--- config.mk ---
export PLATFORM = sky130hd
export DESIGN_NAME = timer_event_counters
export DESIGN_NICKNAME = d
export VERILOG_FILES = /design/src/timer_pkg.sv /design/src/mc_tick_if.sv /design/src/edge_sampler.sv /design/src/counter_pair_unit.sv /design/src/timer_event_counters.sv
export SDC_FILE = /design/constraint.sdc
export NUM_CORES = 1
export LEC_CHECK = 0
export BUFFER_PORTS_ARGS = -buffer_cell sky130_fd_sc_hd__buf_4
export CAP_MARGIN = 20
export CORE_ASPECT_RATIO = 0.75
export CORE_MARGIN = 2
export CORE_UTILIZATION = 37
export CTS_CLUSTER_DIAMETER = 120
export CTS_CLUSTER_SIZE = 24
export DETAILED_ROUTE_END_ITERATION = 10
export GPL_TIMING_DRIVEN = 0
export SLEW_MARGIN = 20
export SYNTH_ARGS = -nofsm -noshare
export SYNTH_HDL_FRONTEND = slang
export SYNTH_HIERARCHICAL = 1
export SYNTH_SLANG_ARGS = --single-unit
--- constraint.sdc ---
create_clock -name I_CLK -period 2.53 [get_ports I_CLK]
set_input_delay 0.506 -clock I_CLK [delete_from_list [all_inputs] [get_ports I_CLK]]
set_output_delay 0.506 -clock I_CLK [all_outputs]
set_load 0.01 [all_outputs]
--- src/timer_pkg.sv ---
// Shared constants and types of the timer/event counter block
package timer_pkg;
  // Machine cycle timing
  localparam int          OSC_PER_MC = 12;
  localparam logic [3:0]  MC_LAST    = 4'(OSC_PER_MC - 1);
  localparam logic [3:0]  MC_RESET   = 4'h0;
  localparam int          PRESC_W    = 5;
  // Special function register addresses
  localparam logic [7:0]  ADDR_MODES = 8'h89;
  localparam logic [7:0]  ADDR_C0_LO = 8'h8a;
  localparam logic [7:0]  ADDR_C1_LO = 8'h8b;
  localparam logic [7:0]  ADDR_C0_HI = 8'h8c;
  localparam logic [7:0]  ADDR_C1_HI = 8'h8d;
  localparam logic [7:0]  ADDR_CTRL  = 8'hc8;
  localparam logic [7:0]  ADDR_CAP_LO = 8'hca;
  localparam logic [7:0]  ADDR_CAP_HI = 8'hcb;
  localparam logic [7:0]  ADDR_CNT_LO = 8'hcc;
  localparam logic [7:0]  ADDR_CNT_HI = 8'hcd;
  // Control register bit positions
  localparam int B_OVF  = 7;
  localparam int B_EXF  = 6;
  localparam int B_GPF  = 5;
  localparam int B_BAUD = 4;
  localparam int B_TEN  = 3;
  localparam int B_RUN  = 2;
  localparam int B_SRC  = 1;
  localparam int B_CPRL = 0;
  // Mode byte fields of the first two counters, 4 bits per counter
  localparam int MF_W = 4;
  // Reset values
  localparam logic [7:0]  CTRL_RESET  = 8'h00;
  localparam logic [7:0]  MODES_RESET = 8'h00;
  localparam logic [15:0] WORD_RESET  = 16'h0000;
  typedef enum logic [1:0] {T2_OFF = 2'b00, T2_RELOAD = 2'b01, T2_CAPTURE = 2'b10, T2_BAUD = 2'b11} t2_mode_t;
  typedef enum logic [1:0] {M_PRESC = 2'b00, M_WIDE = 2'b01, M_AUTO8 = 2'b10, M_SPLIT = 2'b11} c01_mode_t;
endpackage

--- src/mc_tick_if.sv ---
// Machine cycle strobe shared by the counter modules
`timescale 1ns/10ps
interface mc_tick_if;
  logic mc_tick;
  modport src (output mc_tick);
  modport dst (input mc_tick);
endinterface

--- src/edge_sampler.sv ---
// Pin synchroniser and machine-cycle falling edge detector
`timescale 1ns/10ps
module edge_sampler
  import timer_pkg::*;
(
  input  wire logic i_clk,     // Oscillator clock
  input  wire logic i_reset_n, // Async reset
  mc_tick_if.dst    tick,      // Machine cycle strobe
  input  wire logic i_pin,     // Raw pin
  output logic      o_fall     // One-clock edge pulse
);
  typedef struct packed {
    logic [2:0] sync;
    logic       level;
    logic       samp;
    logic       fall;
  } es_t;
  es_t r_reg;
  es_t r_next;

  ////////////////////////////////////////////////////////////
  // Level filter, then one sample per machine cycle
  always_comb
  begin
    r_next = r_reg;
    r_next.sync = {r_reg.sync[1:0], i_pin};
    if (r_reg.sync[1] == r_reg.sync[2])
      r_next.level = r_reg.sync[2];
    // Edge needs a high sample then a low one: two machine cycles
    r_next.fall = tick.mc_tick & r_reg.samp & ~r_reg.level;
    if (tick.mc_tick)
      r_next.samp = r_reg.level;
  end

  // Idle high so reset never fakes an edge
  always_ff @(posedge i_clk or negedge i_reset_n)
  begin
    if (!i_reset_n)
      r_reg <= '{sync: 3'h7, level: 1'b1, samp: 1'b1, fall: 1'b0};
    else
      r_reg <= r_next;
  end
  assign o_fall = r_reg.fall;

  edge_spacing_a: assert property (@(posedge i_clk) disable iff (!i_reset_n)
    r_reg.fall |=> !r_reg.fall [*8]) else $error("edge pulses closer than a machine cycle");
endmodule

--- src/counter_pair_unit.sv ---
// One of the first two counters, four modes
`timescale 1ns/10ps
module counter_pair_unit
  import timer_pkg::*;
(
  input  wire logic       i_clk,      // Oscillator clock
  input  wire logic       i_reset_n,  // Async reset
  mc_tick_if.dst          tick,       // Machine cycle strobe
  input  wire logic [1:0] i_mode,     // Mode select
  input  wire logic       i_ext,      // Count pin edges, not cycles
  input  wire logic       i_fall,     // Pin edge pulse
  input  wire logic       i_run,      // Run
  input  wire logic       i_hi_run,   // Run of split high byte
  input  wire logic       i_split_ok, // Split mode allowed
  input  wire logic       i_wr_lo,    // Write low byte
  input  wire logic       i_wr_hi,    // Write high byte
  input  wire logic [7:0] i_wdata,    // Write data
  output logic [7:0]      o_low,      // Low byte
  output logic [7:0]      o_high,     // High byte
  output logic            o_ovf,      // Overflow pulse
  output logic            o_ovf_hi    // Split high byte overflow
);
  typedef struct packed {
    logic [7:0] lo;
    logic [7:0] hi;
    logic       ovf;
    logic       ovf_hi;
  } cu_t;
  cu_t r_reg;
  cu_t r_next;
  logic inc;
  c01_mode_t mode;
  assign mode = c01_mode_t'(i_mode);
  assign inc = i_run & (i_ext ? i_fall : tick.mc_tick);

  ////////////////////////////////////////////////////////////
  // Counting per mode, software writes win
  always_comb
  begin
    r_next = r_reg;
    r_next.ovf = 1'b0;
    r_next.ovf_hi = 1'b0;
    unique case (mode)
      M_PRESC:
        if (inc)
        begin
          r_next.lo[PRESC_W-1:0] = r_reg.lo[PRESC_W-1:0] + 5'h01;
          if (&r_reg.lo[PRESC_W-1:0])
          begin
            r_next.hi = r_reg.hi + 8'h01;
            r_next.ovf = &r_reg.hi;
          end
        end
      M_WIDE:
        if (inc)
        begin
          {r_next.hi, r_next.lo} = {r_reg.hi, r_reg.lo} + 16'h0001;
          r_next.ovf = &{r_reg.hi, r_reg.lo};
        end
      M_AUTO8:
        if (inc)
        begin
          r_next.lo = (&r_reg.lo) ? r_reg.hi : r_reg.lo + 8'h01;
          r_next.ovf = &r_reg.lo;
        end
      M_SPLIT:
        if (i_split_ok)
        begin
          // Two independent bytes; the high one only times cycles
          if (inc)
          begin
            r_next.lo = r_reg.lo + 8'h01;
            r_next.ovf = &r_reg.lo;
          end
          if (i_hi_run & tick.mc_tick)
          begin
            r_next.hi = r_reg.hi + 8'h01;
            r_next.ovf_hi = &r_reg.hi;
          end
        end
    endcase
    if (i_wr_lo)
      r_next.lo = i_wdata;
    if (i_wr_hi)
      r_next.hi = i_wdata;
  end

  always_ff @(posedge i_clk or negedge i_reset_n)
  begin
    if (!i_reset_n)
      r_reg <= '0;
    else
      r_reg <= r_next;
  end
  assign o_low = r_reg.lo;
  assign o_high = r_reg.hi;
  assign o_ovf = r_reg.ovf;
  assign o_ovf_hi = r_reg.ovf_hi;

  auto8_reload_a: assert property (@(posedge i_clk) disable iff (!i_reset_n)
    (mode == M_AUTO8 && inc && &r_reg.lo && !i_wr_lo) |=> (r_reg.lo == $past(r_reg.hi)) && r_reg.ovf)
    else $error("8-bit auto reload missed");
  presc_carry_a: assert property (@(posedge i_clk) disable iff (!i_reset_n)
    (mode == M_PRESC && inc && r_reg.lo[4:0] != 5'h1f && !i_wr_hi) |=> $stable(r_reg.hi))
    else $error("prescaled high byte moved early");
endmodule

--- src/timer_event_counters.sv ---
// Three timer/event counters with special function register access
`timescale 1ns/10ps
module timer_event_counters
  import timer_pkg::*;
(
  input  wire logic       I_CLK,             // Oscillator, 25 MHz
  input  wire logic       I_RESET_N,         // Async reset, low
  input  wire logic [7:0] I_SFR_ADDR,        // Direct address
  input  wire logic       I_SFR_WE,          // Write strobe
  input  wire logic [7:0] I_SFR_WDATA,       // Write data
  output logic [7:0]      O_SFR_RDATA,       // Read data, next cycle
  input  wire logic       I_COUNT0_PIN,      // First counter pin
  input  wire logic       I_COUNT1_PIN,      // Second counter pin
  input  wire logic       I_EXTERNAL_COUNT_PIN, // Third counter pin
  input  wire logic       I_TRIGGER_PIN,     // Capture/reload pin
  output logic            O_FIRST_OVF,       // First counter overflow
  output logic            O_FIRST_HI_OVF,    // Split high byte overflow
  output logic            O_SECOND_OVF,      // Second counter overflow
  output logic            O_SERIAL_CLK_TICK, // Serial port clock pulse
  output logic            O_THIRD_IRQ        // Third counter request
);
  typedef struct packed {
    logic [3:0]  mc_cnt;
    logic [7:0]  ctrl;
    logic [7:0]  modes;
    logic [15:0] cnt;
    logic [15:0] cap;
    logic [7:0]  rdata;
    logic        ser_tick;
  } top_t;
  top_t r_reg;
  top_t r_next;

  mc_tick_if  mc ();
  logic [3:0] pin_raw;
  logic [3:0] fall;
  logic [1:0] ovf01;
  logic [1:0] ovf_hi;
  logic [7:0] lo01 [2];
  logic [7:0] hi01 [2];
  t2_mode_t   mode;
  logic       inc3;
  logic       roll;
  logic       trig;
  logic       wr_ctrl;

  ////////////////////////////////////////////////////////////
  // Machine cycle strobe, one clock in twelve
  assign mc.mc_tick = (r_reg.mc_cnt == MC_LAST);

  // Pins sampled once per machine cycle; short pulses may be lost
  assign pin_raw = {I_TRIGGER_PIN, I_EXTERNAL_COUNT_PIN, I_COUNT1_PIN, I_COUNT0_PIN};
  generate
    for (genvar p = 0; p < 4; p++)
    begin : g_pin
      edge_sampler u_es (
        .i_clk     (I_CLK),
        .i_reset_n (I_RESET_N),
        .tick      (mc.dst),
        .i_pin     (pin_raw[p]),
        .o_fall    (fall[p])
      );
    end
  endgenerate

  ////////////////////////////////////////////////////////////
  // First two counters
  generate
    for (genvar c = 0; c < 2; c++)
    begin : g_cnt
      counter_pair_unit u_cu (
        .i_clk      (I_CLK),
        .i_reset_n  (I_RESET_N),
        .tick       (mc.dst),
        .i_mode     (r_reg.modes[c*MF_W +: 2]),
        .i_ext      (r_reg.modes[c*MF_W + 2]),
        .i_fall     (fall[c]),
        .i_run      (r_reg.modes[c*MF_W + 3]),
        .i_hi_run   (r_reg.modes[MF_W + 3]),
        .i_split_ok (c == 0),
        .i_wr_lo    (I_SFR_WE && I_SFR_ADDR == (c == 0 ? ADDR_C0_LO : ADDR_C1_LO)),
        .i_wr_hi    (I_SFR_WE && I_SFR_ADDR == (c == 0 ? ADDR_C0_HI : ADDR_C1_HI)),
        .i_wdata    (I_SFR_WDATA),
        .o_low      (lo01[c]),
        .o_high     (hi01[c]),
        .o_ovf      (ovf01[c]),
        .o_ovf_hi   (ovf_hi[c])
      );
    end
  endgenerate
  assign O_FIRST_OVF = ovf01[0];
  assign O_FIRST_HI_OVF = ovf_hi[0];
  assign O_SECOND_OVF = ovf01[1];

  ////////////////////////////////////////////////////////////
  // Third counter mode decode
  always_comb
  begin
    if (!r_reg.ctrl[B_RUN])
      mode = T2_OFF;
    else if (r_reg.ctrl[B_BAUD])
      mode = T2_BAUD;
    else if (r_reg.ctrl[B_CPRL])
      mode = T2_CAPTURE;
    else
      mode = T2_RELOAD;
  end

  // Count source, rollover and qualified trigger
  assign inc3 = (mode != T2_OFF) && (r_reg.ctrl[B_SRC] ? fall[2] : mc.mc_tick);
  assign roll = inc3 && (r_reg.cnt == 16'hffff);
  assign trig = fall[3] && r_reg.ctrl[B_TEN] && !r_reg.ctrl[B_BAUD] && (mode != T2_OFF);
  assign wr_ctrl = I_SFR_WE && (I_SFR_ADDR == ADDR_CTRL);

  ////////////////////////////////////////////////////////////
  // Next state: hardware first, then software writes; hardware flag sets follow control writes
  always_comb
  begin
    r_next = r_reg;
    r_next.mc_cnt = mc.mc_tick ? MC_RESET : r_reg.mc_cnt + 4'h1;
    // Counting
    if (inc3)
    begin
      if (!roll)
        r_next.cnt = r_reg.cnt + 16'h0001;
      else if (mode == T2_CAPTURE)
        r_next.cnt = WORD_RESET;
      else
        r_next.cnt = r_reg.cap;
    end
    // Trigger pin: reload beats a same-cycle increment
    if (trig && mode == T2_RELOAD)
      r_next.cnt = r_reg.cap;
    if (trig && mode == T2_CAPTURE)
      r_next.cap = r_reg.cnt;
    // Serial clock source select
    r_next.ser_tick = r_reg.ctrl[B_BAUD] ? (roll && mode == T2_BAUD) : ovf01[1];
    // Control writes: flags can only be cleared by software
    if (wr_ctrl)
    begin
      r_next.ctrl = I_SFR_WDATA;
      r_next.ctrl[B_OVF] = r_reg.ctrl[B_OVF] & I_SFR_WDATA[B_OVF];
      r_next.ctrl[B_EXF] = r_reg.ctrl[B_EXF] & I_SFR_WDATA[B_EXF];
    end
    // Hardware set wins over a clear in the same cycle
    if (roll && mode != T2_BAUD)
      r_next.ctrl[B_OVF] = 1'b1;
    if (trig)
      r_next.ctrl[B_EXF] = 1'b1;
    // Data byte writes from software take priority
    if (I_SFR_WE)
    begin
      unique case (I_SFR_ADDR)
        ADDR_MODES:  r_next.modes = I_SFR_WDATA;
        ADDR_CNT_LO: r_next.cnt[7:0] = I_SFR_WDATA;
        ADDR_CNT_HI: r_next.cnt[15:8] = I_SFR_WDATA;
        ADDR_CAP_LO: r_next.cap[7:0] = I_SFR_WDATA;
        ADDR_CAP_HI: r_next.cap[15:8] = I_SFR_WDATA;
        default:     r_next.modes = r_next.modes;
      endcase
    end
    // Registered read port, unmapped addresses read zero
    unique case (I_SFR_ADDR)
      ADDR_CTRL:   r_next.rdata = r_reg.ctrl;
      ADDR_MODES:  r_next.rdata = r_reg.modes;
      ADDR_CNT_LO: r_next.rdata = r_reg.cnt[7:0];
      ADDR_CNT_HI: r_next.rdata = r_reg.cnt[15:8];
      ADDR_CAP_LO: r_next.rdata = r_reg.cap[7:0];
      ADDR_CAP_HI: r_next.rdata = r_reg.cap[15:8];
      ADDR_C0_LO:  r_next.rdata = lo01[0];
      ADDR_C0_HI:  r_next.rdata = hi01[0];
      ADDR_C1_LO:  r_next.rdata = lo01[1];
      ADDR_C1_HI:  r_next.rdata = hi01[1];
      default:     r_next.rdata = 8'h00;
    endcase
  end

  ////////////////////////////////////////////////////////////
  // State register
  always_ff @(posedge I_CLK or negedge I_RESET_N)
  begin
    if (!I_RESET_N)
      r_reg <= '{mc_cnt: MC_RESET, ctrl: CTRL_RESET, modes: MODES_RESET, cnt: WORD_RESET,
                 cap: WORD_RESET, rdata: 8'h00, ser_tick: 1'b0};
    else
      r_reg <= r_next;
  end

  // Outputs; interrupt enable lives outside this block
  assign O_SFR_RDATA = r_reg.rdata;
  assign O_SERIAL_CLK_TICK = r_reg.ser_tick;
  assign O_THIRD_IRQ = r_reg.ctrl[B_OVF] | r_reg.ctrl[B_EXF];

  ////////////////////////////////////////////////////////////
  // Checks
  mc_period_a: assert property (@(posedge I_CLK) disable iff (!I_RESET_N)
    mc.mc_tick |-> ##12 mc.mc_tick) else $error("machine cycle is not twelve clocks");

  timer_step_a: assert property (@(posedge I_CLK) disable iff (!I_RESET_N)
    (inc3 && !roll && !trig && !I_SFR_WE) |=> r_reg.cnt == $past(r_reg.cnt) + 16'h0001)
    else $error("third counter did not step");

  stop_hold_a: assert property (@(posedge I_CLK) disable iff (!I_RESET_N)
    (!r_reg.ctrl[B_RUN] && !I_SFR_WE) |=> $stable(r_reg.cnt))
    else $error("third counter moved while stopped");

  reload_roll_a: assert property (@(posedge I_CLK) disable iff (!I_RESET_N)
    (mode == T2_RELOAD && roll && !I_SFR_WE) |=> (r_reg.cnt == $past(r_reg.cap)) && r_reg.ctrl[B_OVF])
    else $error("rollover reload missed");

  capture_wrap_a: assert property (@(posedge I_CLK) disable iff (!I_RESET_N)
    (mode == T2_CAPTURE && roll && !trig && !I_SFR_WE) |=> r_reg.cnt == 16'h0000 && r_reg.ctrl[B_OVF])
    else $error("capture mode did not wrap to zero");

  capture_copy_a: assert property (@(posedge I_CLK) disable iff (!I_RESET_N)
    (mode == T2_CAPTURE && trig && !I_SFR_WE) |=> (r_reg.cap == $past(r_reg.cnt)) && r_reg.ctrl[B_EXF])
    else $error("trigger capture missed");

  trig_reload_a: assert property (@(posedge I_CLK) disable iff (!I_RESET_N)
    (mode == T2_RELOAD && trig && !I_SFR_WE) |=> r_reg.cnt == $past(r_reg.cap))
    else $error("trigger reload missed");

  baud_no_flag_a: assert property (@(posedge I_CLK) disable iff (!I_RESET_N)
    (r_reg.ctrl[B_BAUD] && !r_reg.ctrl[B_OVF]) |=> !r_reg.ctrl[B_OVF])
    else $error("overflow flag set in baud mode");

  trig_ignore_a: assert property (@(posedge I_CLK) disable iff (!I_RESET_N)
    (fall[3] && (!r_reg.ctrl[B_TEN] || r_reg.ctrl[B_BAUD]) && !r_reg.ctrl[B_EXF] && !wr_ctrl)
    |=> !r_reg.ctrl[B_EXF]) else $error("ignored trigger raised the flag");

  flag_sticky_a: assert property (@(posedge I_CLK) disable iff (!I_RESET_N)
    (r_reg.ctrl[B_EXF] && !wr_ctrl) |=> r_reg.ctrl[B_EXF] && O_THIRD_IRQ)
    else $error("external flag dropped without software");

  baud_tick_a: assert property (@(posedge I_CLK) disable iff (!I_RESET_N)
    (mode == T2_BAUD && roll) |=> O_SERIAL_CLK_TICK ##1 !O_SERIAL_CLK_TICK)
    else $error("baud overflow did not reach the serial clock");

  serial_alt_a: assert property (@(posedge I_CLK) disable iff (!I_RESET_N)
    (!r_reg.ctrl[B_BAUD] && ovf01[1] && !wr_ctrl) |=> O_SERIAL_CLK_TICK)
    else $error("second counter overflow not used as serial clock");

  capture_cov_c: cover property (@(posedge I_CLK) disable iff (!I_RESET_N)
    mode == T2_CAPTURE && trig);
  reload_cov_c: cover property (@(posedge I_CLK) disable iff (!I_RESET_N)
    mode == T2_RELOAD && roll);
  baud_cov_c: cover property (@(posedge I_CLK) disable iff (!I_RESET_N)
    mode == T2_BAUD && roll);
  clear_race_c: cover property (@(posedge I_CLK) disable iff (!I_RESET_N)
    wr_ctrl && trig && !I_SFR_WDATA[B_EXF]);
endmodule

# Word-level counts from Yosys, hierarchy flattened
# Index checks and enable logic that the tools add are counted.
dict set report totals {
  mem_count 0
  inputBits 23
  wordCells 193
  out_inout_bits 13
  latchBits 0
  register_bits 120
  romBits 0
  ram_bits 0
}
dict set report classes {
  eq_ne 41
  n_reduce_logical 40
  bitwise_logic 18
  add_sub_neg 10
  multipliers 0
  div 0
  shift 0
  mux 50
  n_lt_le_gt_ge 0
}
# cell count
set ops {}
lappend ops {{$mux W8} 15}
lappend ops {{$eq A8 B8 Y1 const B} 10}
lappend ops {{$mux W16} 5}
lappend ops {{$pmux W8 S10} 1}
lappend ops {{$add A16 B1 Y16 const B} 3}
lappend ops {{$ne A3 B1 Y1 const B} 14}
lappend ops {{$mux W17} 2}
lappend ops {{$add A8 B1 Y8 const B} 4}
lappend ops {{$mux W32} 1}
lappend ops {{$reduce_and A16 Y1} 2}
lappend ops {{$reduce_and A8 Y1} 4}
lappend ops {{$mux W14} 2}
lappend ops {{$pmux W8 S3} 1}
lappend ops {{$pmux W5 S4} 1}
lappend ops {{$mux W9} 2}
lappend ops {{$eq A16 B16 Y1 const B} 1}
lappend ops {{$pmux W8 S2} 1}
lappend ops {{$reduce_and A4 Y1} 4}
lappend ops {{$pmux W5 S3} 1}
lappend ops {{$reduce_and A5 Y1} 3}
lappend ops {{$logic_and A1 B1 Y1} 14}
lappend ops {{$and A1 B1 Y1} 13}
lappend ops {{$eq A2 B2 Y1 const B} 6}
lappend ops {{$add A5 B1 Y5 const B} 2}
lappend ops {{23 further kinds} 47}

# Depth between registers and ports, before layout
dict set report logic_depth {
  ltp_word 11
  ltp_mapped 9
  ltp_nobuf 9
}

# Hierarchy
# Netlist, hierarchy kept.
# module n_inst area_per_inst_um2 cells_each
set by_module_without_submodules {}
lappend by_module_without_submodules {timer_event_counters 1 4012.6 445}
lappend by_module_without_submodules {counter_pair_unit 2 1676.6 196}
lappend by_module_without_submodules {edge_sampler 4 192.7 9}

# Worst setup path after synthesis
# OpenSTA, ideal clock, no wires.
dict set report synth_timing {
  path_kind {flip-flop to flip-flop}
  from {register r_reg[57] (netlist name)}
  to {register g_cnt[0].u_cu.r_reg, in the netlist g_cnt[0].u_cu/o_high[4]}
  path_slack_ns -0.049
  setup_ns 0.065
  period_less_slack_ns 2.579
  required_time_ns 2.465
  path_buffers 0
  stages_incl_launch_ff 8
  arrival_time_ns 2.515
  cell_sequence {dfrtp_1 > ha_1 > inv_1 > nor2_1 > nand3_1 > a2111o_1 > a2111oi_0 > a221o_2}
}
# item line
set synth_rtl {}
lappend synth_rtl {{end signal: assignment} counter_pair_unit.sv:93} ;# r_reg <= r_next;
lappend synth_rtl {{end: declaration} counter_pair_unit.sv:29} ;# cu_t r_reg;

# Worst setup path after layout
dict set report layout_timing {
  from {register g_cnt[0].u_cu.r_reg, in the netlist g_cnt[0].u_cu/o_low[1]}
  to {register g_cnt[0].u_cu.r_reg, in the netlist g_cnt[0].u_cu/o_high[4]}
}
dict set report layout_between {
  elab_chain_cells 4
}
# item line
set layout_rtl {}
lappend layout_rtl {{$add A16 B1 Y16} counter_pair_unit.sv:57} ;# {r_next.hi, r_next.lo} = {r_reg.hi, r_reg.lo} + 16'h0001;
lappend layout_rtl {{$mux W17} counter_pair_unit.sv:55} ;# if (inc)
lappend layout_rtl {{$pmux W8 S3} counter_pair_unit.sv:43} ;# unique case (mode)
lappend layout_rtl {{$mux W8} counter_pair_unit.sv:84} ;# if (i_wr_hi)
# Parallel ways exist; a longest one is shown, timed or not. The select of a mux whose other input is x is not followed.
# A chain may end at the register's enable or synchronous reset.

==> impl_metrics.yaml <==
run_status:
  status: "completed"
clock_tree:
  cts_made_buffers: 17
  clock-sinks: 120
  cts_max_path_buffers: 2
  cts_tree: "built"
  path_clk_slew_ps: 60
  root_buffer: "clkbuf_16"
  clk_latency_ps: 430
  h-tree-depth: 4
timing:
  fin_crit_ps: 2420
  fin_crit_sh: 0.956
  skew_ps: 12.6
  slew_viol_final: 0
  hold_viol: 0
  worst_slew_pin_slew_ps: 896
  relSlewSlack: 0.395
  fmax_mhz: 413
  setup_viol: 0
layout:
  drive_gt1_frac: 0.237
  register_area_mm2: 0.00303
  nFillCells: 2071
  syn_to_final_growth_pct: 17.8
  multi_input_area_mm2: 0.00483
  num-nets-final: 982
  largest_reg_flops: 52
  antenna_cells: 0
  final_cells: 1244
die:
  die_w_um: 175
  die-area_mm2: 0.0231
  die_h_um: 132
  io-pin-count: 36
  core_mm2: 0.0213
  rows: 46
  start_util: 0.380
hold_path:
  hold_class: "input pin to asynchronous set/reset pin"
worst_setup_path:
  r2r_start: "g_cnt[0].u_cu/o_low[1]"
  endpoint_kind: "register"
  startpoint: "g_cnt[0].u_cu/o_low[1]"
  critPathSlowestCell: "dfrtp_2"
  reg2reg_depth: 8
  criticalPathCategory: "register to register"
  cp_max_fo: 6
  path_cells: "ha_1, nand3_1, inv_2, ha_4, nor2b_1, a2111o_1, a2111oi_2, a221o_2"
  endpoint: "g_cnt[0].u_cu/o_high[4]"
  start_kind: "register"
  r2r-end: "g_cnt[0].u_cu/o_high[4]"
  max_stage_delay_ps: 430
  cp.required_ps: 2890
  crit_arrival_ps: 2780
  r2r_slack_ps: 110
yosys:
  yosysWarnings: 6
  synthCells: 870
  avgSynthCellArea_um2: 9.31
  syn_area_mm2: 0.00810
routing:
  drcViolationCount: 0
  drt_iter0_drc: 1179
  wl_um: 27300
  vias_per_cell: 6.22
  drt_first_pass_iters: 6
  wl_per_cell_um: 22.0
  vias: 7733
  ant_nets: 0
grt:
  overflow: 0
  grt_pass1_wl_um: 42600
  grtUsageTotal: 0.239
  grt_start_max_net_pins: 75
  grt_pass1_vias: 7058
  grt_antenna_before_repair: 0
place:
  placement.io_buffers: 35
  dp.cells: 1202
  dpl.hpwl_um: 19500
  place.gp.congestion: 0.990
job:
  maxCapViolCount: 0
pwr:
  p_leak_uw: 0.00376
  ir_drop_v: 0.000399
  power_uw: 6060
  p_per_area_mw_per_mm2: 635
[layout make-up]
class	instances	share of cell area
Multi-Input combinational cell	679	0.506
Sequential cell	120	0.318
Clock buffer	19	0.0486
Timing Repair Buffer	47	0.0394
Tap cell	288	0.0377
Buffer	47	0.0261
Inverter	31	0.0125
Clock inverter	13	0.0123
[power by group]
part           internal, uW  switching [uW]  leakage, uW
combinational           448             622      0.00209
clock                  1380            1020     0.000291
sequential             2160             427      0.00139
total                  3990            2070      0.00376
[layout by cell type (no fill, tap or decap), drive strengths merged, types with 7 or more instances in the layout]
| cell type | instances |
|---|---|
| dfrtp | 100 |
| nand2 | 83 |
| buf | 73 |
| nor2 | 59 |
| o21ai | 57 |
| a21oi | 45 |
| inv | 40 |
| clkbuf | 40 |
| mux2i | 31 |
| nand3 | 29 |
| mux2 | 23 |
| a22oi | 22 |
| dfstp | 20 |
| nand4 | 20 |
| o211ai | 19 |
| and2 | 18 |
| nor3 | 18 |
| ha | 16 |
| a31oi | 14 |
| and3 | 13 |
| nand2b | 12 |
| a221oi | 10 |
| conb | 10 |
| and4 | 10 |
| nor2b | 9 |
| a22o | 9 |
| a32oi | 8 |
| a31o | 7 |
| o22ai | 7 |
| a21o | 7 |
[worst max-delay path, delay by kind of cell, from the launching register on]
family | cells | cell delay (ps)
adder cells (fa/ha/maj) | 2 | 420
AND/OR/NAND/NOR | 2 | 300
flip-flops | 1 | 430
buffers and inverters | 1 | 170
AO/OA/AOI/OAI | 3 | 1040
[per-layer routing]
metal	routed length, um	vias to the layer above	track usage	part of all wire
met5	0	-	0	0
met4	404	0	0.0495	0.015
met3	3090	34	0.0732	0.11
met2	10800	447	0.314	0.40
met1	13000	3763	0.375	0.48
li1	-	3489	-	-
[repair_timing]
item / CTS / global route
hold buffers: 0 / 0
gates resized for setup: 13 / 21
setup endpoints to repair: 32 / 27
setup buffers: 2 / 9
pin swaps: 3 / 4
[stage by stage]
stage	utilization	hold slack, ps	TNS [ps]	instance area [um2]	setup WS (ps)
2_1_floorplan	-	210	0	8140	211
3_3_place_gp	0.411	345	-11320	8760	-666
3_5_place_dp	0.413	347	-11130	8790	-606
4_1_cts	0.442	144	-43.6	9420	-25.7
5_1_grt	0.448	163	-1.79	9550	-1.79
6_report	0.448	112	0	9550	111
[worst min-delay path by stage]
stage / startpoint / endpoint / cells past startpoint
after global routing: I_TRIGGER_PIN / g_pin[3].u_es/r_next[4] / 1
after CTS: I_RESET_N / r_reg[31] / 1
after global placement: g_pin[3].u_es/r_next[4] / g_pin[3].u_es/r_next[5] / 0
after floorplan: I_RESET_N / O_SERIAL_CLK_TICK / 0
final: I_RESET_N / r_reg[31] / 1
after detailed placement: g_pin[0].u_es/r_next[4] / g_pin[0].u_es/r_next[5] / 0
Power figures use the tool's default switching activity.
